--- src/design/spc_pkg.sv ---
package spc_pkg;
	// ****************************************
	// Register byte addresses
	// ****************************************
	localparam logic [7:0] SPC_OFS_CTRL1 = 8'h00;
	localparam logic [7:0] SPC_OFS_CTRL2 = 8'h04;
	localparam logic [7:0] SPC_OFS_BAUD  = 8'h08;
	localparam logic [7:0] SPC_OFS_STAT  = 8'h0c;
	localparam logic [7:0] SPC_OFS_DATA  = 8'h10;
	localparam logic [7:0] SPC_OFS_IRQST = 8'h14;
	localparam logic [7:0] SPC_OFS_IRQMK = 8'h18;
	// ****************************************
	// Field positions
	// ****************************************
	localparam int C1_RXIE    = 7;
	localparam int C1_EN      = 6;
	localparam int C1_TXIE    = 5;
	localparam int C1_ROLE    = 4;
	localparam int C1_CLOCK_POLARITY    = 3;
	localparam int C1_CLOCK_PHASE    = 2;
	localparam int C1_SELECT_OUTPUT_ENABLE    = 1;
	localparam int C1_LSB     = 0;
	localparam int C2_MODE_FAULT_ENABLE  = 4;
	localparam int C2_SINGLE_WIRE_OUTPUT_ENABLE = 3;
	localparam int C2_WSTOP   = 1;
	localparam int C2_SWIRE   = 0;
	localparam int ST_RXF     = 7;
	localparam int ST_TXE     = 5;
	localparam int ST_MODE_FAULT_FLAG    = 4;
	localparam int IQ_RX      = 0;
	localparam int IQ_MODE_FAULT_FLAG    = 1;
	localparam int IQ_TX      = 2;
	// ****************************************
	// Reset values, masks, counts
	// ****************************************
	localparam logic [7:0] SPC_C1_RST    = 8'h04;
	localparam logic [7:0] SPC_C2_RST    = 8'h00;
	localparam logic [7:0] SPC_BR_RST    = 8'h00;
	localparam logic [7:0] SPC_C2_MASK   = 8'h1b;
	localparam logic [7:0] SPC_BR_MASK   = 8'h77;
	localparam logic [2:0] SPC_MSK_RST   = 3'h7;
	localparam logic [3:0] SPC_LAST_EDGE = 4'hf;
	typedef enum logic [2:0] {
		SPC_IDLE = 3'b001,
		SPC_XFER = 3'b010,
		SPC_DONE = 3'b100
	} spc_state_e;
endpackage

--- src/design/spc_core.sv ---
`timescale 1ns/1ps
module spc_core
	import spc_pkg::*;
(
	input  wire logic        clk_i,
	input  wire logic        rst_i,
	input  wire logic [7:0]  adr_i,
	input  wire logic [31:0] dat_i,
	output logic      [31:0] dat_o,
	input  wire logic        we_i,
	input  wire logic [3:0]  sel_i,
	input  wire logic        cyc_i,
	input  wire logic        stb_i,
	output logic             ack_o,
	output logic             irq_o,
	input  wire logic        stop_deep_i,
	input  wire logic        stop_light_i,
	input  wire logic        wait_i,
	input  wire logic        serial_clock_pin_i,
	output logic             serial_clock_pin_o,
	output logic             serial_clock_pin_oe_o,
	input  wire logic        mosi_i,
	output logic             mosi_o,
	output logic             mosi_oe_o,
	input  wire logic        miso_i,
	output logic             miso_o,
	output logic             miso_oe_o,
	input  wire logic        ss_n_i,
	output logic             ss_n_o,
	output logic             ss_n_oe_o
);
	// ****************************************
	// Storage
	// ****************************************
	logic [7:0]  c1_q;
	logic [7:0]  c2_q;
	logic [7:0]  br_q;
	logic [7:0]  txbuf_q;
	logic [7:0]  rxbuf_q;
	logic [7:0]  shift_q;
	logic        txe_q;
	logic        rxf_q;
	logic        mode_fault_flag_q;
	logic        arm_tx_q;
	logic        arm_rx_q;
	logic        arm_mode_fault_flag_q;
	logic [2:0]  irqst_q;
	logic [2:0]  irqmk_q;
	logic        bit_q;
	logic [3:0]  edge_q;
	logic [11:0] div_q;
	logic        lvl_q;
	logic [3:0]  pin_s1_q;
	logic [3:0]  pin_s2_q;
	logic        sck_prev_q;
	logic        ack_q;
	logic [31:0] dat_q;
	logic        irq_q;
	logic        sck_q;
	logic        sck_oe_q;
	logic        mosi_q;
	logic        mosi_oe_q;
	logic        miso_q;
	logic        miso_oe_q;
	logic        ss_q;
	logic        ss_oe_q;
	spc_state_e  state_q;
	spc_state_e  state_d;

	// ****************************************
	// Bus decode
	// ****************************************
	wire srst     = rst_i | stop_deep_i;
	wire req      = cyc_i & stb_i;
	wire act      = req & ack_q;
	wire wr_act   = act & we_i & sel_i[0];
	wire rd_act   = act & !we_i;
	wire hit_c1   = adr_i == SPC_OFS_CTRL1;
	wire hit_c2   = adr_i == SPC_OFS_CTRL2;
	wire hit_br   = adr_i == SPC_OFS_BAUD;
	wire hit_st   = adr_i == SPC_OFS_STAT;
	wire hit_dat  = adr_i == SPC_OFS_DATA;
	wire hit_iqs  = adr_i == SPC_OFS_IRQST;
	wire hit_iqm  = adr_i == SPC_OFS_IRQMK;

	// ****************************************
	// Mode decode
	// ****************************************
	wire en       = c1_q[C1_EN];
	wire master   = c1_q[C1_ROLE];
	wire clock_polarity     = c1_q[C1_CLOCK_POLARITY];
	wire clock_phase     = c1_q[C1_CLOCK_PHASE];
	wire lsb      = c1_q[C1_LSB];
	wire mode_fault_enable   = c2_q[C2_MODE_FAULT_ENABLE];
	wire swire    = c2_q[C2_SWIRE];
	wire drive_ok = !swire | c2_q[C2_SINGLE_WIRE_OUTPUT_ENABLE];
	// Frozen engine keeps every counter and shifter as it was
	wire halt     = stop_light_i | (wait_i & c2_q[C2_WSTOP]);
	wire run      = en & !halt;
	wire sck_s    = pin_s2_q[3];
	wire mosi_s   = pin_s2_q[2];
	wire miso_s   = pin_s2_q[1];
	wire ss_s     = pin_s2_q[0];
	wire slv_sel  = !master & !ss_s;
	wire flt_in   = master & mode_fault_enable & !c1_q[C1_SELECT_OUTPUT_ENABLE];
	wire auto_ss  = master & mode_fault_enable & c1_q[C1_SELECT_OUTPUT_ENABLE];
	wire mode_fault_flag_evt = en & flt_in & !ss_s;
	wire in_bit   = master ? (swire ? mosi_s : miso_s)
	                       : (swire ? miso_s : mosi_s);
	wire out_bit  = lsb ? shift_q[0] : shift_q[7];
	wire [7:0] shifted = lsb ? {bit_q, shift_q[7:1]}
	                         : {shift_q[6:0], bit_q};

	// ****************************************
	// Edge generation
	// ****************************************
	// Half bit time: prescale (1..8) times rate/2 (1..128)
	wire [3:0]  pre_w  = 4'({1'b0, br_q[6:4]} + 4'h1);
	wire [11:0] half_w = {8'h00, pre_w} << br_q[2:0];
	wire in_xfer  = state_q == SPC_XFER;
	wire m_edge   = div_q == 12'h000;
	wire s_edge   = sck_s != sck_prev_q;
	wire edge_ev  = run & in_xfer & (master ? m_edge : s_edge);
	wire last_ev  = edge_ev & (edge_q == SPC_LAST_EDGE);
	// Phase 0 samples on leading edges, phase 1 on trailing
	wire smp_ev   = edge_ev & (edge_q[0] == clock_phase);
	// Phase 1 has no data change on its very first edge
	wire shf_ev   = edge_ev & (edge_q[0] != clock_phase)
	                & !(clock_phase & edge_q == 4'h0);
	wire abort    = !en | mode_fault_flag_evt | (!master & ss_s);
	wire start    = (state_q == SPC_IDLE) & run & !mode_fault_flag_evt
	                & (master ? !txe_q : slv_sel);
	wire tx_load  = start & !txe_q;
	wire done     = state_q == SPC_DONE;
	// Phase 1 still owes the last shift when the final edge falls
	wire [7:0] rx_word = clock_phase ? shifted : shift_q;

	// ****************************************
	// Interrupt sources
	// ****************************************
	wire [2:0] irq_src;
	assign irq_src[IQ_RX]   = rxf_q & c1_q[C1_RXIE];
	assign irq_src[IQ_MODE_FAULT_FLAG] = mode_fault_flag_q & c1_q[C1_RXIE];
	assign irq_src[IQ_TX]   = txe_q & c1_q[C1_TXIE];
	// Read clears only the bits software actually saw
	wire [2:0] iq_clr = (rd_act & hit_iqs) ? dat_q[2:0] : 3'h0;

	// ****************************************
	// Read data
	// ****************************************
	wire [7:0] st_byte = {rxf_q, 1'b0, txe_q, mode_fault_flag_q, 4'h0};
	wire [7:0] rd_byte =
		hit_c1  ? c1_q :
		hit_c2  ? (c2_q & SPC_C2_MASK) :
		hit_br  ? br_q :
		hit_st  ? st_byte :
		hit_dat ? rxbuf_q :
		hit_iqs ? {5'h00, irqst_q} :
		hit_iqm ? {5'h00, irqmk_q} : 8'h00;

	// ****************************************
	// Wishbone slave
	// ****************************************
	always_ff @(posedge clk_i) begin
		if (srst) begin
			ack_q <= 1'b0;
			dat_q <= 32'h0000_0000;
		end else begin
			ack_q <= req & !ack_q;
			dat_q <= {24'h00_0000, rd_byte};
		end
	end

	// ****************************************
	// Software registers
	// ****************************************
	always_ff @(posedge clk_i) begin
		if (srst) begin
			c1_q    <= SPC_C1_RST;
			c2_q    <= SPC_C2_RST;
			br_q    <= SPC_BR_RST;
			irqmk_q <= SPC_MSK_RST;
		end else if (wr_act) begin
			if (hit_c1)
				c1_q <= dat_i[7:0];
			if (hit_c2)
				c2_q <= dat_i[7:0] & SPC_C2_MASK;
			if (hit_br)
				br_q <= dat_i[7:0] & SPC_BR_MASK;
			if (hit_iqm)
				irqmk_q <= dat_i[2:0];
		end
	end

	// ****************************************
	// Flags and buffers
	// ****************************************
	always_ff @(posedge clk_i) begin
		if (srst) begin
			txbuf_q    <= 8'h00;
			rxbuf_q    <= 8'h00;
			txe_q      <= 1'b1;
			rxf_q      <= 1'b0;
			mode_fault_flag_q     <= 1'b0;
			arm_tx_q   <= 1'b0;
			arm_rx_q   <= 1'b0;
			arm_mode_fault_flag_q <= 1'b0;
			irqst_q    <= 3'h0;
		end else begin
			irqst_q <= (irqst_q & ~iq_clr) | irq_src;
			if (rd_act & hit_st) begin
				arm_tx_q   <= dat_q[ST_TXE];
				arm_rx_q   <= dat_q[ST_RXF];
				arm_mode_fault_flag_q <= dat_q[ST_MODE_FAULT_FLAG];
			end
			if (wr_act & hit_dat & arm_tx_q) begin
				txbuf_q  <= dat_i[7:0];
				txe_q    <= 1'b0;
				arm_tx_q <= 1'b0;
			end
			if (tx_load)
				txe_q <= 1'b1;
			if (rd_act & hit_dat & arm_rx_q) begin
				rxf_q    <= 1'b0;
				arm_rx_q <= 1'b0;
			end
			if (done) begin
				rxbuf_q <= rx_word;
				rxf_q   <= 1'b1;
			end
			if (wr_act & hit_c1 & arm_mode_fault_flag_q) begin
				mode_fault_flag_q     <= 1'b0;
				arm_mode_fault_flag_q <= 1'b0;
			end
			if (mode_fault_flag_evt)
				mode_fault_flag_q <= 1'b1;
			if (!en) begin
				txe_q   <= 1'b1;
				rxf_q   <= 1'b0;
				txbuf_q <= 8'h00;
				rxbuf_q <= 8'h00;
			end
		end
	end

	// ****************************************
	// Transfer sequencer
	// ****************************************
	always_comb begin
		state_d = state_q;
		unique case (state_q)
			SPC_IDLE: begin
				if (start)
					state_d = SPC_XFER;
			end
			SPC_XFER: begin
				if (abort)
					state_d = SPC_IDLE;
				else if (last_ev)
					state_d = SPC_DONE;
			end
			SPC_DONE: begin
				state_d = SPC_IDLE;
			end
			default: begin
				state_d = SPC_IDLE;
			end
		endcase
	end

	always_ff @(posedge clk_i) begin
		if (srst)
			state_q <= SPC_IDLE;
		else
			state_q <= state_d;
	end

	// ****************************************
	// Shifter and bit clock
	// ****************************************
	always_ff @(posedge clk_i) begin
		if (srst) begin
			shift_q <= 8'h00;
			bit_q   <= 1'b0;
			edge_q  <= 4'h0;
			div_q   <= 12'h000;
			lvl_q   <= 1'b0;
		end else begin
			if (start) begin
				edge_q <= 4'h0;
				div_q  <= 12'(half_w - 12'h001);
				if (tx_load)
					shift_q <= txbuf_q;
			end
			if (run & in_xfer)
				div_q <= m_edge ? 12'(half_w - 12'h001)
				                : 12'(div_q - 12'h001);
			if (edge_ev)
				edge_q <= 4'(edge_q + 4'h1);
			if (smp_ev)
				bit_q <= in_bit;
			if (shf_ev)
				shift_q <= shifted;
			lvl_q <= (in_xfer & !abort) ? (lvl_q ^ edge_ev) : 1'b0;
		end
	end

	// ****************************************
	// Pin synchronisers and drivers
	// ****************************************
	always_ff @(posedge clk_i) begin
		if (srst) begin
			pin_s1_q   <= 4'hf;
			pin_s2_q   <= 4'hf;
			// Same level as the synchroniser so reset gives no false edge
			sck_prev_q <= 1'b1;
		end else begin
			pin_s1_q   <= {serial_clock_pin_i, mosi_i, miso_i, ss_n_i};
			pin_s2_q   <= pin_s1_q;
			sck_prev_q <= pin_s2_q[3];
		end
	end

	always_ff @(posedge clk_i) begin
		if (srst) begin
			sck_q     <= 1'b0;
			sck_oe_q  <= 1'b0;
			mosi_q    <= 1'b0;
			mosi_oe_q <= 1'b0;
			miso_q    <= 1'b0;
			miso_oe_q <= 1'b0;
			ss_q      <= 1'b1;
			ss_oe_q   <= 1'b0;
			irq_q     <= 1'b0;
		end else begin
			sck_q     <= clock_polarity ^ lvl_q;
			sck_oe_q  <= en & master;
			mosi_q    <= out_bit;
			mosi_oe_q <= en & master & drive_ok;
			miso_q    <= out_bit;
			miso_oe_q <= en & slv_sel & drive_ok;
			ss_q      <= state_q == SPC_IDLE;
			ss_oe_q   <= en & auto_ss;
			irq_q     <= |(irqst_q & irqmk_q);
		end
	end

	assign dat_o                 = dat_q;
	assign ack_o                 = ack_q;
	assign irq_o                 = irq_q;
	assign serial_clock_pin_o    = sck_q;
	assign serial_clock_pin_oe_o = sck_oe_q;
	assign mosi_o                = mosi_q;
	assign mosi_oe_o             = mosi_oe_q;
	assign miso_o                = miso_q;
	assign miso_oe_o             = miso_oe_q;
	assign ss_n_o                = ss_q;
	assign ss_n_oe_o             = ss_oe_q;
endmodule

--- config.mk ---
export PLATFORM = sky130hd
export DESIGN_NAME = spc_core
export DESIGN_NICKNAME = d
export VERILOG_FILES = /design/src/design/spc_pkg.sv /design/src/design/spc_core.sv
export SDC_FILE = /design/constraint.sdc
export NUM_CORES = 1
export LEC_CHECK = 0
export BUFFER_PORTS_ARGS = -buffer_cell sky130_fd_sc_hd__buf_4
export CAP_MARGIN = 15
export CORE_AREA = 3 3 138 140
export DETAILED_ROUTE_END_ITERATION = 10
export DIE_AREA = 0 0 141 143
export PLACE_DENSITY = 0.58
export SLEW_MARGIN = 15
export SYNTH_ARGS = -nofsm -noshare
export SYNTH_HDL_FRONTEND = slang
export SYNTH_SLANG_ARGS = --single-unit
--- constraint.sdc ---
create_clock -name clk_i -period 2.9 [get_ports clk_i]
set_input_delay 0.435 -clock clk_i [delete_from_list [all_inputs] [get_ports clk_i]]
set_output_delay 0.435 -clock clk_i [all_outputs]
set_load 0.01 [all_outputs]
==> summary.txt <==
Clocking
  • CTS Buffer Depth: 2
  • Hold_buf cts: 0
  • CTS HTree Levels: 3
  • Reg clk slew, reported paths: 0.08 ns
  • Post_cts resized: 0
  • Worst skew pair latency: 0.36 ns
  • CTS root buffer: clkbuf_16
  • CTS buffer count: 9
  • Clock Sinks: 101
  • CTS tree: yes
  • Postcts setup bufs: 0

Floorplan
  • Starting Density: 29.9%
  • FP Rows: 49
  • Die height: 143 um
  • I/O pin count: 98
  • Die area: 20,200 um^2
  • Core region area: 18,000 um^2
  • Die extent in x: 141 um

Synthesis
  • Seq/Total Area, Yosys: 37.7%
  • #FFs+latches synth: 101
  • Ys async rst share: 0%
  • Most common cell in the netlist: dfxtp_1
  • Top cells by area, synth: dfxtp_1 38%, mux2i_1 6.3%, nor2_1 5.5%
  • Area leader, netlist: dfxtp_1
  • Cell variety after synth: 66
  • Cell area after synthesis: 5360 um^2
  • Most frequent cells after synthesis: 101 x dfxtp_1, 79 x nor2_1, 55 x nand2_1, 44 x a21oi_1, 34 x mux2i_1
  • Yosys top cell area share: 37.7%
  • YS warnings: 0
  • Cells after synthesis: 645
  • Avg Cell Area, Syn: 8.32 um^2
  • Synth Flop Type: dfxtp_1
  • Post-synth EDFFs: 0

Route
  • Routed WL: 14,100 um
  • Pre-antenna DRT Iters: 5
  • Antenna Violating Nets Remaining: 0
  • DR iter-0 viols: 328
  • WL/cell: 15.5 um
  • Vias: 4,604
  • Post-route DRC: 0
  • Vias per cell: 5.04

Pwr
  • Combinational Power Share: 3.7%
  • Switching Power: 649 uW
  • Sw frac: 22.8%
  • Internal Power: 2.20 mW
  • Post-layout total power: 2.85 mW
  • Cell Pwr Density: 461 nW/um^2
  • Clk pwr share: 47.4%
  • Pleak: 2.24 nW
  • Peak supply drop: 261 uV
  • Sequential Power Share: 48.9%

Placed design
  • GPL Wtd Cong: 0.849
  • PortBufs: 46
  • HPWL Detailed: 10,400 um

GRT
  • First-pass GRT wire length: 22,800 um
  • All-Layer GR Usage: 14.1%
  • Initial antenna violation count: 0
  • Largest net degree at the start of global routing: 47
  • Number of global-route vias before repair: 4,324
  • Grt ovf: 0

Finish
  • Multi-input logic area: 3040 um^2
  • Share of layout cells above drive strength 1: 14.9%
  • Sequential cell area: 2020 um^2
  • Antenna Cells: 0
  • Fillers: 1,869
  • Area growth, synth to finish: 15.1%
  • Nets: 742

Min path
  • Hold WC Path Type: primary input to flip-flop

Critical path
  • Setup CP Type: flip-flop to flip-flop
  • Worst-path fanout max: 7
  • Most used cell, CP: ha_1
  • Req. time, crit path: 3.17 ns
  • WP buf/inv: 0
  • CP Capture Type: flip-flop
  • Crit-path leading delay family: compound AO/OA/AOI/OAI gates
  • Crit-path max cell delay: 0.46 ns
  • Startpoint types: flip-flop
  • Critical path data arrival time: 2.78 ns
  • Worst path cell trace: ha_1, nor2b_1, a21oi_1, nand2b_1, ha_1, a21boi_0, and3b_1, xor2_1, a211oi_1
  • CP max stage cell: dfxtp_1

Timing
  • Final setup viols: 0
  • RSZ-0062 raised after global routing: false
  • Final hold vios: 0
  • Setup TNS: 0 ns
  • Worst Max-Slew Pin Slew: 1.02 ns
  • Worst Hold Margin: 0.260 ns
  • Count of final max-slew check failures: 0
  • Final Critical Period: 2.51 ns
  • Final period util: 86.6%
  • Fin Clk Skew: 0.0103 ns
  • Worst rel slew slack: 31.8%
  • Fmax achieved: 398 MHz

Run
  • Max_cap viols: 0

Status
  • Status: completed
[power groups by stage]
stage / logic (mW) / clock network (mW) / registers, mW
floorplan: 0.0747 / 0 / 1.42
global placement: 0.107 / 0 / 1.42
detailed placement: 0.106 / 0 / 1.42
CTS: 0.106 / 1.37 / 1.39
global route: 0.118 / 1.43 / 1.39
finish: 0.107 / 1.35 / 1.39
[cell usage in the layout, fill, tap and decap left out, types with 5 or more instances in the layout]
cell type,synthesis,final
a21oi_1,44,44
a211oi_1,21,21
and3_1,9,9
clkbuf_16,0,9
nand3_1,33,33
or3_1,10,10
buf_4,25,60
a22oi_1,6,6
mux2i_1,34,34
nor3_1,15,15
a21o_1,5,5
nor4_1,5,5
xor2_1,6,6
nor2b_1,13,13
nand2b_1,12,12
conb_1,1,24
nor2_1,79,79
a31oi_1,8,8
nand2_1,55,55
xnor2_1,6,6
o21ai_0,22,22
ha_1,6,6
mux2_2,11,11
dfxtp_1,101,101
inv_1,13,13
[flip-flops by register name (all words and copies together), names as in the netlist, 6 cells and up]
name / flops
txbuf_q: 8
shift_q: 8
dat_o: 8
br_q: 6
c1_q: 8
rxbuf_q: 8
div_q: 12
[layout make-up]
cell class                      count  share of cell area [%]
Clock buffer                        9                    3.65
Clock inverter                      7                    1.70
Inverter                           13                   0.790
Multi-Input combinational cell    495                    49.2
Sequential cell                   101                    32.7
Tap cell                          229                    4.64
Timing Repair Buffer               60                    7.29
[worst reg2reg max path: stages, from the launching register on]
cell and delay (ns):
dfxtp_1 0.46, ha_1 0.35, nor2b_1 0.17, a21oi_1 0.21, nand2b_1 0.14, ha_1 0.25
a21boi_0 0.31, and3b_1 0.22, xor2_1 0.08, a211oi_1 0.24
[path summary, 6_finish.rpt]
check                   start          end  slack, ns  cells past startpoint
hold / removal         miso_i  pin_s1_q[1]       0.26                      2
setup reg to reg      br_q[5]     div_q[8]       0.39                      9
hold reg to reg   pin_s1_q[3]  pin_s2_q[3]       0.41                      1
setup / recovery      br_q[5]     div_q[8]       0.39                      9
[per-stage QoR]
step / instances / setup WS, ns / cell area [um^2] / util [%]
after floorplan: 668 / 0.739 / 5450 / -
after global placement: 898 / 0.491 / 5850 / 32.5
after detailed placement: 898 / 0.450 / 5850 / 32.5
after CTS: 914 / 0.413 / 6180 / 34.4
after global routing: 914 / 0.168 / 6180 / 34.4
final: 914 / 0.389 / 6180 / 34.4
[per-layer routing]
layer | track usage [%] | part of all wire, % | up-vias
li1 | - | - | 2330
met4 | 4.49 | 1.5 | 0
met5 | 0 | 0 | -
met3 | 2.61 | 3.7 | 13
met1 | 18.9 | 46 | 2168
met2 | 23.0 | 49 | 93
[cells by family after synthesis]
group / Yosys count / synth area share (%)
mux: 45 / 8.65
flops: 101 / 37.7
simple gates: 269 / 25.8
fa+ha+maj: 6 / 1.40
other cells: 1 / 0.0699
buf+inv: 72 / 7.28
compound gates: 139 / 17.1
xor+xnor: 12 / 1.96
Note: power is estimated with default switching activity, not from simulation.
